===== src/hdl/wdc_regs.svh =====
`ifndef WDC_REGS_SVH
`define WDC_REGS_SVH

// ----------------------------------------
// Register address and fields
// ----------------------------------------
`define WDC_SFR_ADDR 8'h97
`define WDC_CODE_MSB 2
`define WDC_ACTIVE_BIT 4
`define WDC_CMD_BIT 7
`define WDC_CODE_RST 3'h7

// ----------------------------------------
// Command codes
// ----------------------------------------
`define WDC_CMD_ENABLE 8'ha5
`define WDC_CMD_DIS_FIRST 8'hde
`define WDC_CMD_DIS_SECOND 8'had
`define WDC_CMD_LOCK 8'hff

// ----------------------------------------
// Timing
// ----------------------------------------
`define WDC_DIS_WINDOW_CYC 3'h4
`define WDC_EXP_OFFSET 5'h06
`define WDC_CNT_W 21

`endif


===== src/hdl/wdc_pkg.sv =====
package wdc_pkg;

	// ----------------------------------------
	// Decoded write commands
	// ----------------------------------------
	typedef enum logic [2:0] {
		WDC_CMD_NONE,
		WDC_CMD_INTERVAL,
		WDC_CMD_RELOAD,
		WDC_CMD_DIS_ARM,
		WDC_CMD_DIS_FIRE,
		WDC_CMD_LOCKOUT,
		WDC_CMD_OTHER
	} wdc_cmd_type;

	// ----------------------------------------
	// Run state of the watchdog_timer
	// ----------------------------------------
	typedef enum logic [1:0] {
		WDC_RUNNING,
		WDC_STOPPED,
		WDC_EXPIRED
	} wdc_state_type;

endpackage


===== src/hdl/wdc_watchdog.sv =====
`timescale 1ns/10ps
`include "wdc_regs.svh"

// What this block does
// RL1 - Read returns interval code in bits 2:0
// RL2 - Read bit 4 shows watchdog running
// RL3 - Write with bit 7 clear sets interval
// RL4 - Write 0xA5 enables and clears counter
// RL5 - 0xDE then 0xAD within 4 clocks disables
// RL6 - Write 0xFF locks out disabling until reset
// RL7 - Counter ticks per divided oscillator; limit resets
// RL8 - Timeout is 4 to power code plus 3
// RL9 - Reset: enabled, counter clear, interval maximum
// RL10 - Disable freezes counter; comparator stays active
// RL11 - Other command bytes only cancel a pending disable

module wdc_watchdog
(
	// Clock and reset
	input wire logic clk,
	input wire logic rst_n,
	// Special function register access
	input wire logic [7:0] sfr_addr,
	input wire logic sfr_wr,
	input wire logic sfr_rd,
	input wire logic [7:0] sfr_wdata,
	output logic [7:0] sfr_rdata,
	// Divided low_freq_oscillator tick, one cycle per period
	input wire logic low_freq_oscillator_tick,
	// Status towards the system
	output logic low_freq_oscillator_force_on,
	output logic watchdog_reset_req
);

	// ----------------------------------------
	// State
	// ----------------------------------------
	wdc_pkg::wdc_state_type state_ff;
	wdc_pkg::wdc_state_type nxt_state;
	logic [2:0] code_ff;
	logic [2:0] nxt_code;
	logic lock_ff;
	logic nxt_lock;
	logic [2:0] dis_win_ff;
	logic [2:0] nxt_dis_win;
	logic [`WDC_CNT_W-1:0] cnt_ff;
	logic [`WDC_CNT_W-1:0] nxt_cnt;
	logic [7:0] rdata_ff;
	logic [7:0] nxt_rdata;
	logic force_on_ff;
	logic reset_req_ff;

	// ----------------------------------------
	// Address decode and command decode
	// ----------------------------------------
	wire logic reg_hit = (sfr_addr == `WDC_SFR_ADDR);
	wire logic wr_hit = sfr_wr && reg_hit;
	wire logic rd_hit = sfr_rd && reg_hit;
	wire logic is_cmd = sfr_wdata[`WDC_CMD_BIT];
	wire logic is_enable = (sfr_wdata == `WDC_CMD_ENABLE);
	wire logic is_dis_first = (sfr_wdata == `WDC_CMD_DIS_FIRST);
	wire logic is_dis_second = (sfr_wdata == `WDC_CMD_DIS_SECOND);
	wire logic is_lock = (sfr_wdata == `WDC_CMD_LOCK);
	wire wdc_pkg::wdc_cmd_type cmd =
		!wr_hit ? wdc_pkg::WDC_CMD_NONE :
		!is_cmd ? wdc_pkg::WDC_CMD_INTERVAL : // [RL3]
		is_enable ? wdc_pkg::WDC_CMD_RELOAD :
		is_dis_first ? wdc_pkg::WDC_CMD_DIS_ARM :
		is_dis_second ? wdc_pkg::WDC_CMD_DIS_FIRE :
		is_lock ? wdc_pkg::WDC_CMD_LOCKOUT :
		wdc_pkg::WDC_CMD_OTHER; // [RL11]

	// Second disable byte counts only inside the window and without the lock
	wire logic dis_ok = (cmd == wdc_pkg::WDC_CMD_DIS_FIRE) && (dis_win_ff != 3'h0) && !lock_ff; // [RL5] [RL6]

	// ----------------------------------------
	// Timeout limit: 4^(code+3) ticks
	// ----------------------------------------
	wire logic [4:0] limit_shift = {1'b0, code_ff, 1'b0} + `WDC_EXP_OFFSET; // [RL8]
	wire logic [`WDC_CNT_W-1:0] limit = {{(`WDC_CNT_W-1){1'b0}}, 1'b1} << limit_shift; // [RL8]
	// Comparator runs in every state, so a frozen count can still expire
	wire logic expire = (cnt_ff >= limit); // [RL10] [RL7]
	wire logic running = (state_ff == wdc_pkg::WDC_RUNNING);

	// ----------------------------------------
	// Next-state logic
	// ----------------------------------------
	always_comb
	begin
		nxt_state = state_ff;
		nxt_code = code_ff;
		nxt_lock = lock_ff;
		nxt_cnt = cnt_ff;
		nxt_dis_win = (dis_win_ff != 3'h0) ? dis_win_ff - 3'h1 : 3'h0;
		// Count only while running
		if (running && low_freq_oscillator_tick)
		begin
			nxt_cnt = cnt_ff + {{(`WDC_CNT_W-1){1'b0}}, 1'b1}; // [RL7]
		end
		unique case (cmd)
			wdc_pkg::WDC_CMD_NONE:
			begin
			end
			wdc_pkg::WDC_CMD_INTERVAL:
			begin
				nxt_code = sfr_wdata[`WDC_CODE_MSB:0]; // [RL3]
				nxt_dis_win = 3'h0;
			end
			wdc_pkg::WDC_CMD_RELOAD:
			begin
				nxt_cnt = '0; // [RL4]
				nxt_dis_win = 3'h0;
				if (state_ff == wdc_pkg::WDC_STOPPED)
				begin
					nxt_state = wdc_pkg::WDC_RUNNING; // [RL4]
				end
			end
			wdc_pkg::WDC_CMD_DIS_ARM:
			begin
				nxt_dis_win = `WDC_DIS_WINDOW_CYC; // [RL5]
			end
			wdc_pkg::WDC_CMD_DIS_FIRE:
			begin
				nxt_dis_win = 3'h0;
				// Counter keeps its value on disable
				if (dis_ok && running)
				begin
					nxt_state = wdc_pkg::WDC_STOPPED; // [RL5] [RL10]
				end
			end
			wdc_pkg::WDC_CMD_LOCKOUT:
			begin
				nxt_lock = 1'b1; // [RL6]
				nxt_dis_win = 3'h0;
			end
			wdc_pkg::WDC_CMD_OTHER:
			begin
				nxt_dis_win = 3'h0; // [RL11]
			end
		endcase
		// Expiry overrides the state and the counter until the system reset arrives
		if (expire || state_ff == wdc_pkg::WDC_EXPIRED)
		begin
			nxt_state = wdc_pkg::WDC_EXPIRED; // [RL7]
			nxt_cnt = cnt_ff;
		end
	end

	// ----------------------------------------
	// Read data
	// ----------------------------------------
	always_comb
	begin
		nxt_rdata = rdata_ff;
		if (rd_hit)
		begin
			nxt_rdata = 8'h00;
			nxt_rdata[`WDC_CODE_MSB:0] = code_ff; // [RL1]
			nxt_rdata[`WDC_ACTIVE_BIT] = running; // [RL2]
		end
	end

	// ----------------------------------------
	// Registers
	// ----------------------------------------
	always_ff @(posedge clk)
	begin
		if (!rst_n)
		begin
			state_ff <= wdc_pkg::WDC_RUNNING; // [RL9]
			force_on_ff <= 1'b1;
			reset_req_ff <= 1'b0;
		end
		else
		begin
			state_ff <= nxt_state;
			force_on_ff <= (nxt_state == wdc_pkg::WDC_RUNNING);
			reset_req_ff <= (nxt_state == wdc_pkg::WDC_EXPIRED); // [RL7]
		end
	end

	always_ff @(posedge clk)
	begin
		if (!rst_n)
		begin
			code_ff <= `WDC_CODE_RST; // [RL9]
			lock_ff <= 1'b0; // [RL6]
		end
		else
		begin
			code_ff <= nxt_code;
			lock_ff <= nxt_lock;
		end
	end

	always_ff @(posedge clk)
	begin
		if (!rst_n)
		begin
			cnt_ff <= '0; // [RL9]
			dis_win_ff <= 3'h0;
		end
		else
		begin
			cnt_ff <= nxt_cnt;
			dis_win_ff <= nxt_dis_win;
		end
	end

	always_ff @(posedge clk)
	begin
		if (!rst_n)
		begin
			rdata_ff <= 8'h00;
		end
		else
		begin
			rdata_ff <= nxt_rdata;
		end
	end

	// ----------------------------------------
	// Outputs
	// ----------------------------------------
	assign sfr_rdata = rdata_ff;
	assign low_freq_oscillator_force_on = force_on_ff;
	assign watchdog_reset_req = reset_req_ff;

endmodule // wdc_watchdog


===== config.mk =====
export PLATFORM = sky130hd
export DESIGN_NAME = wdc_watchdog
export DESIGN_NICKNAME = d
export VERILOG_FILES = /design/src/hdl/wdc_pkg.sv /design/src/hdl/wdc_watchdog.sv
export VERILOG_INCLUDE_DIRS = /design/src /design/src/hdl
export SDC_FILE = /design/constraint.sdc
export NUM_CORES = 1
export LEC_CHECK = 0
export BUFFER_PORTS_ARGS = -buffer_cell sky130_fd_sc_hd__buf_2
export CORE_ASPECT_RATIO = 1.2
export CORE_UTILIZATION = 55
export DETAILED_ROUTE_END_ITERATION = 12
export PLACE_DENSITY = 0.8
export SYNTH_ARGS = -nofsm -noshare
export SYNTH_HDL_FRONTEND = slang
export SYNTH_SLANG_ARGS = --single-unit

===== constraint.sdc =====
create_clock -name clk -period 10.7 [get_ports clk]
set_clock_uncertainty 0.15 [all_clocks]
set_input_delay 1.605 -clock clk [delete_from_list [all_inputs] [get_ports clk]]
set_output_delay 1.605 -clock clk [all_outputs]
set_load 0.05 [all_outputs]

==> metrics.txt, run 1 <==
status=finished, final reports clean; CTS hold repair buffers=0; area of placed instances=2280 um^2; Warnings, synthesis=0; clk_lat worst skew=about 0.29 ns; Hold Path Class=flop to flop; Max-slew headroom=0.448; Synth Area in Adders=0.0811; hpwl dp=3370 um; CP Launch Type=primary input; number of remaining DRC errors=0; post-synthesis xor/xnor area fraction=0.00811; most frequent cells in the layout=dfxtp_1 (36), buf_2 (26), nand2_1 (22); Port Buffers=26; post-route ant nets=0; TNS Setup=0 ns; Post-Syn Instances=262; FF-to-FF path depth=8; Max Freq=0.260 GHz; share of layout cells above drive strength 1=0.145; Area Growth Syn to Fin=9.73%; Clock Pin Slew Worst Setup and Hold Paths=0.07 ns; hold_sp=dis_win_ff[0]; synthesized flop and latch total=36; Avg WL per Cell=13.9 um; placed cells=326; worst hold path depth=1; Worst Hold End=dis_win_ff[0]; Seq. cell area=721 um^2; final-report max-slew violation count=0; Sink Count=36; Leak=0.000933 uW; Max Cap Viol=0; final instance area=2370 um^2; Worst Tran Pin Value=0.827 ns; crit-path max FO=31; Synth Area per Inst=8.24 um^2; mapped cell area=2160 um^2; multiplexer share of the synthesized area=0.0185; fin crit share=0.360; drt first pass iters=4; endpoints failing setup=0; Core Box Area=3690 um^2; Worst EP arrival=3.92 ns; vias per cell=approximately 5.8; EDFF count, synth=0; maximum vdd drop=0.0000934 V; CP Capture Type=flop; first-pass GRT wire length=approximately 8100 um; Finished Core Util=0.642; initial antenna violation count=0; I/O pins=31; R2R setup slack=6.91 ns; post-synthesis simple-gate area fraction=0.311; fin nets=316; GRT Overall Usage=0.249; die area=4180 um^2; RSZ-0062 raised after global routing=no; Die W=59.2 um; complex-gate fraction of the synthesized area=0.189; area occupied by multi-input gates=1340 um^2; # H-tree levels=2; commonest non-fill, non-tap cell in the layout=dfxtp_1; vias in the first global route=1854; CTS tree=done; top_reg_cell synth=dfxtp_1; gpl congestion=0.900; minimum clock period=3.85 ns; largest net degree at the start of global routing=32; DR vias=1952; initial DRC count=104; GRT Residual Overflow=0; asr flop ratio synth=0; Seq/Total Area, Yosys=0.334; Post-CTS Setup Inserts=0; Final Hold Viols=0; PostCTS Resize Cnt=0; Core Rows=24; synth unique cells=45; deepest clock path buffer count=2; Worst EP required=10.77 ns; fin cells=334; WL final=4650 um; RR Startpoint=code_ff[2]; Critical R2R Capture=cnt_ff[18]; largest family of logic cells by synthesized area=simple AND/OR/NAND/NOR gates; CTS Root Cell=clkbuf_8; number of fill cells=341; Initial Util=0.585; critical path type=primary input to flop; die height=70.6 um; pwr/cell area=about 110 nW/um^2; n_diodes=0; Num CTS Buffers=5
-- cell usage after synthesis, types with 7 or more instances --
| cell | instances | area, um^2 |
|---|---|---|
| a21oi_1 | 18 | 90.1 |
| clkbuf_1 | 9 | 33.8 |
| dfxtp_1 | 36 | 721 |
| ha_1 | 14 | 175 |
| nand2_1 | 22 | 82.6 |
| nand3_1 | 15 | 75.1 |
| nand4_1 | 7 | 43.8 |
| nor2_1 | 12 | 45.0 |
| o21ai_0 | 17 | 85.1 |
| o31ai_1 | 9 | 67.6 |
| or3_1 | 10 | 62.6 |
| or4_1 | 8 | 60.1 |
-- flip-flops by register name (all words and copies together), names as in the netlist --
register and cells:
dis_win_ff 3, sfr_rdata 4, lock_ff 1, cnt_ff 21
code_ff 3, low_freq_oscillator_force_on 1, state_ff 2, watchdog_reset_req 1
-- cell families after synthesis --
kind of cell               after synthesis
and+or+nand+nor                        115
AOI/OAI and AO/OA                       64
adders and majority gates               14
other                                    2
muxes                                    4
buffers and inverters                   25
DFF                                     36
xor gates and xnor gates                 2
-- how the worst max path moves through the flow --
stage | startpoint | endpoint | cells past startpoint
floorplan | sfr_addr[6] | cnt_ff[9] | 8
finish | sfr_addr[6] | cnt_ff[14] | 7
CTS | sfr_addr[6] | cnt_ff[7] | 7
global route | code_ff[2] | cnt_ff[3] | 8
detailed placement | sfr_addr[6] | cnt_ff[7] | 7
global placement | sfr_addr[6] | cnt_ff[9] | 7
-- final cells by class --
| type | count | area share |
|---|---|---|
| clock inverters | 2 | 0.00422 |
| inverters | 6 | 0.00950 |
| clock buffers | 6 | 0.0348 |
| flip-flops and latches | 36 | 0.304 |
| well taps | 52 | 0.0275 |
| repair buffers | 26 | 0.0549 |
| multi-input cells | 206 | 0.565 |
-- stage by stage --
step                      total power [uW]  hold WS, ns  setup WS (ns)
after global routing                   276        0.336           6.60
after global placement                 168        0.289           6.62
after floorplan                        163        0.272           7.05
after detailed placement               168        0.301           6.54
final                                  264        0.306           6.85
after CTS                              267        0.310           6.84
-- worst max-delay path, stage by stage --
cell and delay, ns:
buf_2 0.09, and4bb_2 0.29, nand3_1 0.26, a2bb2oi_1 0.31
a211o_1 0.61, or4_1 0.60, a21oi_1 0.15
-- power by group --
group / leakage (uW) / internal, uW / switching, uW
registers: 0.000291 / 136 / 2.15
logic: 0.000592 / 8.74 / 18.8
clock network: 0.0000510 / 51.3 / 47.4
-- metal layers --
metal  up-vias  share of wire  global-route usage
met5         -              0                   0
met4         0          0.016              0.0794
met3         6          0.022              0.0494
met2        25           0.48               0.416
met1       912           0.48               0.315
li1       1009              -                   -
No activity file was read; power rests on OpenSTA's default activity.
==> run 2: changes to the inputs <==
==> constraint.sdc (replaced) <==
create_clock -name clk -period 3.7 [get_ports clk]
set_clock_uncertainty 0.15 [all_clocks]
set_input_delay 0.555 -clock clk [delete_from_list [all_inputs] [get_ports clk]]
set_output_delay 0.555 -clock clk [all_outputs]
set_load 0.05 [all_outputs]
==> metrics.txt, run 2 (synthesized netlist as in run 1, its figures left out) <==
status=finished, final reports clean (unchanged); CTS tree=done (unchanged); initial DRC count=101 (was 104); CP Launch Type=flop (was primary input); R2R setup slack=0.28 ns (was 6.91 ns); clk_lat worst skew=0.29 ns (about the same); CTS hold repair buffers=0 (unchanged); most flop-heavy register=cnt_ff (unchanged); Final Hold Viols=0 (unchanged); slowest stage cell, crit path=or4b_2 (was a211o_1); pwr/cell area=313 nW/um^2 (was 112 nW/um^2); post-route ant nets=0 (unchanged); fin nets=320 (was 316); deepest clock path buffer count=2 (unchanged); hpwl dp=3450 um (was 3370 um); Max-slew headroom=0.470 (was 0.448); fin crit share=0.924; Leak=0.000939 uW (was 0.000933 uW); endpoints failing setup=0 (unchanged); Worst Path Buf+Inv=0 (was 1); gpl congestion=0.896 (was 0.900); number of remaining DRC errors=0 (unchanged); CP Capture Type=flop (unchanged); Finished Core Util=0.646 (was 0.642); # H-tree levels=2 (unchanged); Area Growth Syn to Fin=10.5% (was 9.73%); largest net degree at the start of global routing=32 (unchanged); Sink Count=36 (unchanged); Largest register FFs=21 (unchanged); final hold slack=0.295 ns (was 0.306 ns); WL final=4730 um (was 4650 um); most frequent cells in the layout=dfxtp_1 (36), buf_2 (26), nand2_1 (22) (unchanged); Post-CTS Setup Inserts=0 (unchanged); delay of the slowest critical-path stage=0.58 ns (was 0.61 ns); maximum vdd drop=0.000246 V (was 0.0000934 V); Worst EP arrival=3.48 ns (was 3.92 ns); Initial Util=0.585 (unchanged); DR vias=1991 (was 1952); final instance area=2390 um^2 (was 2370 um^2); Clock Pin Slew Worst Setup and Hold Paths=0.07 ns (about the same); crit-path max FO=19 (was 31); die height=70.6 um (unchanged); initial antenna violation count=0 (unchanged); Port Buffers=26 (unchanged); vias in the first global route=1807 (was 1854); GRT Residual Overflow=0 (unchanged); TNS Setup=0 ns (unchanged); share of layout cells above drive strength 1=0.154 (was 0.145); vias per cell=5.91 (was 5.84); Total Power Consumption=746 uW (was 264 uW); RSZ-0062 raised after global routing=no (unchanged); GRT Overall Usage=0.251 (was 0.249); Core Box Area=3690 um^2 (unchanged); Worst EP required=3.76 ns (was 10.77 ns); Max Cap Viol=0 (unchanged); Hold Path Class=flop to flop (unchanged); drt first pass iters=5 (was 4); Core Rows=24 (unchanged); I/O pins=31 (unchanged); Worst Tran Pin Value=0.794 ns (was 0.827 ns); CTS Root Cell=clkbuf_8 (unchanged); n_diodes=0 (unchanged); die area=4180 um^2 (unchanged); first-pass GRT wire length=8100 um (was 8050 um); critical path type=flop to flop (was primary input to flop); Num CTS Buffers=5 (unchanged); minimum clock period=around 3.4 ns; Max Freq=0.292 GHz; largest delay contributor family on the critical path=compound AO/OA/AOI/OAI gates (was simple AND/OR/NAND/NOR gates); commonest non-fill, non-tap cell in the layout=dfxtp_1 (unchanged); CP Cell Sequence=or3b_2 > ha_1 > or4b_2 > a2111oi_0 > a211o_1 > a21o_1 > o21ai_2 > a21oi_1 (was buf_2 > and4bb_2 > nand3_1 > a2bb2oi_1 > a211o_1 > or4_1 > a21oi_1); Die W=59.2 um (unchanged); Avg WL per Cell=14.0 um (was 13.9 um); final-report max-slew violation count=0 (unchanged); area of placed instances=2310 um^2 (was 2280 um^2)
-- run 2: cell types whose count changed in the layout (fill, tap and decap cells not counted), sizes merged --
cell | before | now
buf | 26 | 30
clkinv | 2 | 1
-- run 2: path summary, 6_finish.rpt --
path	to	cells past startpoint	start
min reg2reg	dis_win_ff[0]	1	dis_win_ff[0]
max reg2reg	cnt_ff[13]	8	code_ff[2]
min	dis_win_ff[0]	1	dis_win_ff[0]
max	cnt_ff[13]	8	code_ff[2]
-- run 2: area by class of cell --
class	count	area, um^2
Timing Repair Buffer	30	160
Fill cell	351	1310
Inverter	6	22.5
Tap cell	52	65.1
Clock buffer	6	72.6
Sequential cell	36	721
Multi-Input combinational cell	206	1340
Clock inverter	1	5.00
-- run 2: per-layer routing --
layer / wire, um / GRT usage / vias to the layer above
met5: 0 / 0 / -
li1: - / - / 1011
met1: 2130 / 0.328 / 928
met3: 234 / 0.0622 / 7
met2: 2290 / 0.400 / 45
met4: 70 / 0.0847 / 0
-- run 2: metrics by stage --
| stage | setup slack [ns] | instances |
|---|---|---|
| after floorplan | 0.335 | 267 |
| after global placement | 0.290 | 330 |
| after detailed placement | 0.235 | 330 |
| after CTS | 0.219 | 337 |
| after global routing | 0.0774 | 337 |
| final | 0.279 | 337 |
-- run 2: repair_timing --
action	4_1_cts	5_1_grt
hold endpoints to repair	0	0
gates resized for setup	0	1
endpoints found under the setup margin	0	16
-- run 2: power by group --
part | internal (uW) | leakage (uW) | switching (uW)
Combinational | 25.6 | 0.000608 | 54.6
Clock | 128 | 0.0000410 | 138
Sequential | 393 | 0.000291 | 6.40
-- run 2: worst register-to-register path: stages, from the launching register on --
cell	delay (ns)
dfxtp_1	0.33
or3b_2	0.44
ha_1	0.32
or4b_2	0.58
a2111oi_0	0.39
a211o_1	0.20
a21o_1	0.35
o21ai_2	0.32
a21oi_1	0.26
==> run 3: changes to the inputs <==
--- a/config.mk
+++ b/config.mk
@@ -8,9 +8,10 @@
 export LEC_CHECK = 0
 export BUFFER_PORTS_ARGS = -buffer_cell sky130_fd_sc_hd__buf_2
 export CORE_ASPECT_RATIO = 1.2
+export CORE_MARGIN = 1
 export CORE_UTILIZATION = 55
 export DETAILED_ROUTE_END_ITERATION = 12
-export PLACE_DENSITY = 0.8
+export PLACE_DENSITY = 0.77
 export SYNTH_ARGS = -nofsm -noshare
 export SYNTH_HDL_FRONTEND = slang
 export SYNTH_SLANG_ARGS = --single-unit
==> metrics.txt, run 3 (synthesized netlist as in run 1, its figures left out) <==
Final Hold Viols=0 (unchanged); hold_sp=dis_win_ff[1] (was dis_win_ff[0]); final hold slack=0.309 ns (was 0.295 ns); number of fill cells=350 (was 351); Port Buffers=26 (unchanged); I/O pins=31 (unchanged); WL met2=2320 um (was 2290 um); CTS Root Cell=clkbuf_8 (unchanged); maximum vdd drop=0.000245 V (was 0.000246 V); deepest clock path buffer count=2 (unchanged); Leak=0.000969 uW (was 0.000939 uW); commonest non-fill, non-tap cell in the layout=dfxtp_1 (unchanged); status=finished, final reports clean (unchanged); Initial Util=0.585 (unchanged); die area=4180 um^2 (unchanged); Worst Tran Pin Value=0.665 ns (was 0.794 ns); max layer used=met4 (unchanged); DR vias=2006 (was 1991); RR Startpoint=code_ff[0] (was code_ff[2]); Area Growth Syn to Fin=12.9% (was 10.5%); Max Freq=0.299 GHz (was 0.292 GHz); CP Cell Sequence=or3b_2 > ha_1 > a211o_1 > a221o_1 > a211o_1 > a211o_1 > buf_4 > or4_1 > a21oi_1 (was or3b_2 > ha_1 > or4b_2 > a2111oi_0 > a211o_1 > a21o_1 > o21ai_2 > a21oi_1); GRT Overall Usage=0.260 (was 0.251); Avg WL per Cell=13.5 um (was 14.0 um); gpl congestion=0.843 (was 0.896); most frequent CP cell=a211o_1; worst hold path depth=2 (was 1); minimum clock period=3.34 ns (was 3.42 ns); slowest stage cell, crit path=or4_1 (was or4b_2); CP Capture Type=flop (unchanged); R2R setup slack=0.36 ns (was 0.28 ns); Critical R2R Capture=cnt_ff[11] (was cnt_ff[13]); Sink Count=36 (unchanged); RSZ-0062 raised after global routing=no (unchanged); first-pass GRT wire length=8350 um (was 8100 um); most flop-heavy register=cnt_ff (unchanged); routed length on met1=1970 um (was 2130 um); CTS hold repair buffers=0 (unchanged); hpwl dp=3470 um (was 3450 um); PostCTS Resize Cnt=0 (unchanged); Worst EP arrival=3.42 ns (was 3.48 ns); TNS Setup=0 ns (unchanged); Largest register FFs=21 (unchanged); area occupied by multi-input gates=1340 um^2 (about the same); number of remaining DRC errors=0 (unchanged); # H-tree levels=2 (unchanged); Seq. cell area=721 um^2 (unchanged); drt first pass iters=4 (was 5); Core Rows=24 (unchanged); largest net degree at the start of global routing=32 (unchanged); post-route ant nets=0 (unchanged); initial antenna violation count=0 (unchanged); fin crit share=0.903 (was 0.924); vias in the first global route=1962 (was 1807); FF-to-FF path depth=9 (was 8); GRT Residual Overflow=0 (unchanged); fin nets=323 (was 320); WL final=4580 um (was 4730 um); endpoints failing setup=0 (unchanged); vias per cell=5.90 (was 5.91); Hold Path Class=flop to flop (unchanged); Worst Hold End=dis_win_ff[1] (was dis_win_ff[0]); met3 WL=181 um (was 234 um); Num CTS Buffers=5 (unchanged); Die W=59.2 um (unchanged); Post-CTS Setup Inserts=0 (unchanged); n_diodes=0 (unchanged); initial DRC count=111 (was 101); critical path type=flop to flop (unchanged); most frequent cells in the layout=dfxtp_1 (36), buf_2 (26), nand2_1 (22) (unchanged); final-report max-slew violation count=0 (unchanged); crit-path max FO=31 (was 19); Max-slew headroom=0.555 (was 0.470); share of layout cells above drive strength 1=0.163 (was 0.154); Core Box Area=3690 um^2 (unchanged); CP Launch Type=flop (unchanged); Clock Pin Slew Worst Setup and Hold Paths=0.07 ns (about the same); Max Cap Viol=0 (unchanged); Worst EP required=3.78 ns (was 3.76 ns); CTS tree=done (unchanged); die height=70.6 um (unchanged); clk_lat worst skew=0.30 ns (was 0.29 ns); pwr/cell area=324 nW/um^2 (was 313 nW/um^2); delay of the slowest critical-path stage=0.51 ns (was 0.58 ns)
[run 3: layer usage]
metal | up-vias | GRT usage
met1 | 918 | 0.296
li1 | 1022 | -
met2 | 54 | 0.446
met4 | 0 | 0.130
met3 | 12 | 0.0603
met5 | - | 0
[run 3: worst max path at each step]
| stage | startpoint | to | slack [ns] | cells after the start |
|---|---|---|---|---|
| finish | code_ff[0] | cnt_ff[11] | 0.36 | 9 |
| global route | code_ff[0] | cnt_ff[11] | 0.15 | 9 |
| CTS | code_ff[0] | cnt_ff[11] | 0.36 | 9 |
| detailed placement | code_ff[0] | cnt_ff[11] | 0.40 | 9 |
| global placement | code_ff[0] | cnt_ff[12] | 0.46 | 9 |
| floorplan | code_ff[2] | cnt_ff[9] | 0.34 | 10 |
[run 3: final cells by class]
class | count | share of cell area
Clock buffer | 7 | 0.0395
Inverter | 6 | 0.00924
Multi-Input combinational cell | 206 | 0.549
Sequential cell | 36 | 0.296
Tap cell | 52 | 0.0267
Timing Repair Buffer | 33 | 0.0800
[run 3: power by group]
part	internal (uW)	leakage (uW)	switching (uW)
clock	166	0.0000503	140
combinational	30.7	0.000628	55.7
sequential	393	0.000291	6.02
total	590	0.000969	201
[run 3: stage by stage]
stage                     cell area [um^2]  total power [uW]  setup WS [ns]  cells   util
after CTS                             2440               795          0.358    340  0.660
after global routing                  2440               821          0.153    340  0.660
after detailed placement              2340               494          0.399    333  0.634
after global placement                2340               492          0.461    333  0.634
final                                 2440               791          0.360    340  0.660
after floorplan                       2180               470          0.335    267      -
[run 3: critical path: cells and delay by family (launching register included)]
kind            cells  cell delay [ns]
compound gates      5             1.30
buf+inv             1             0.22
simple gates        2             0.97
flops               1             0.31
fa+ha+maj           1             0.32
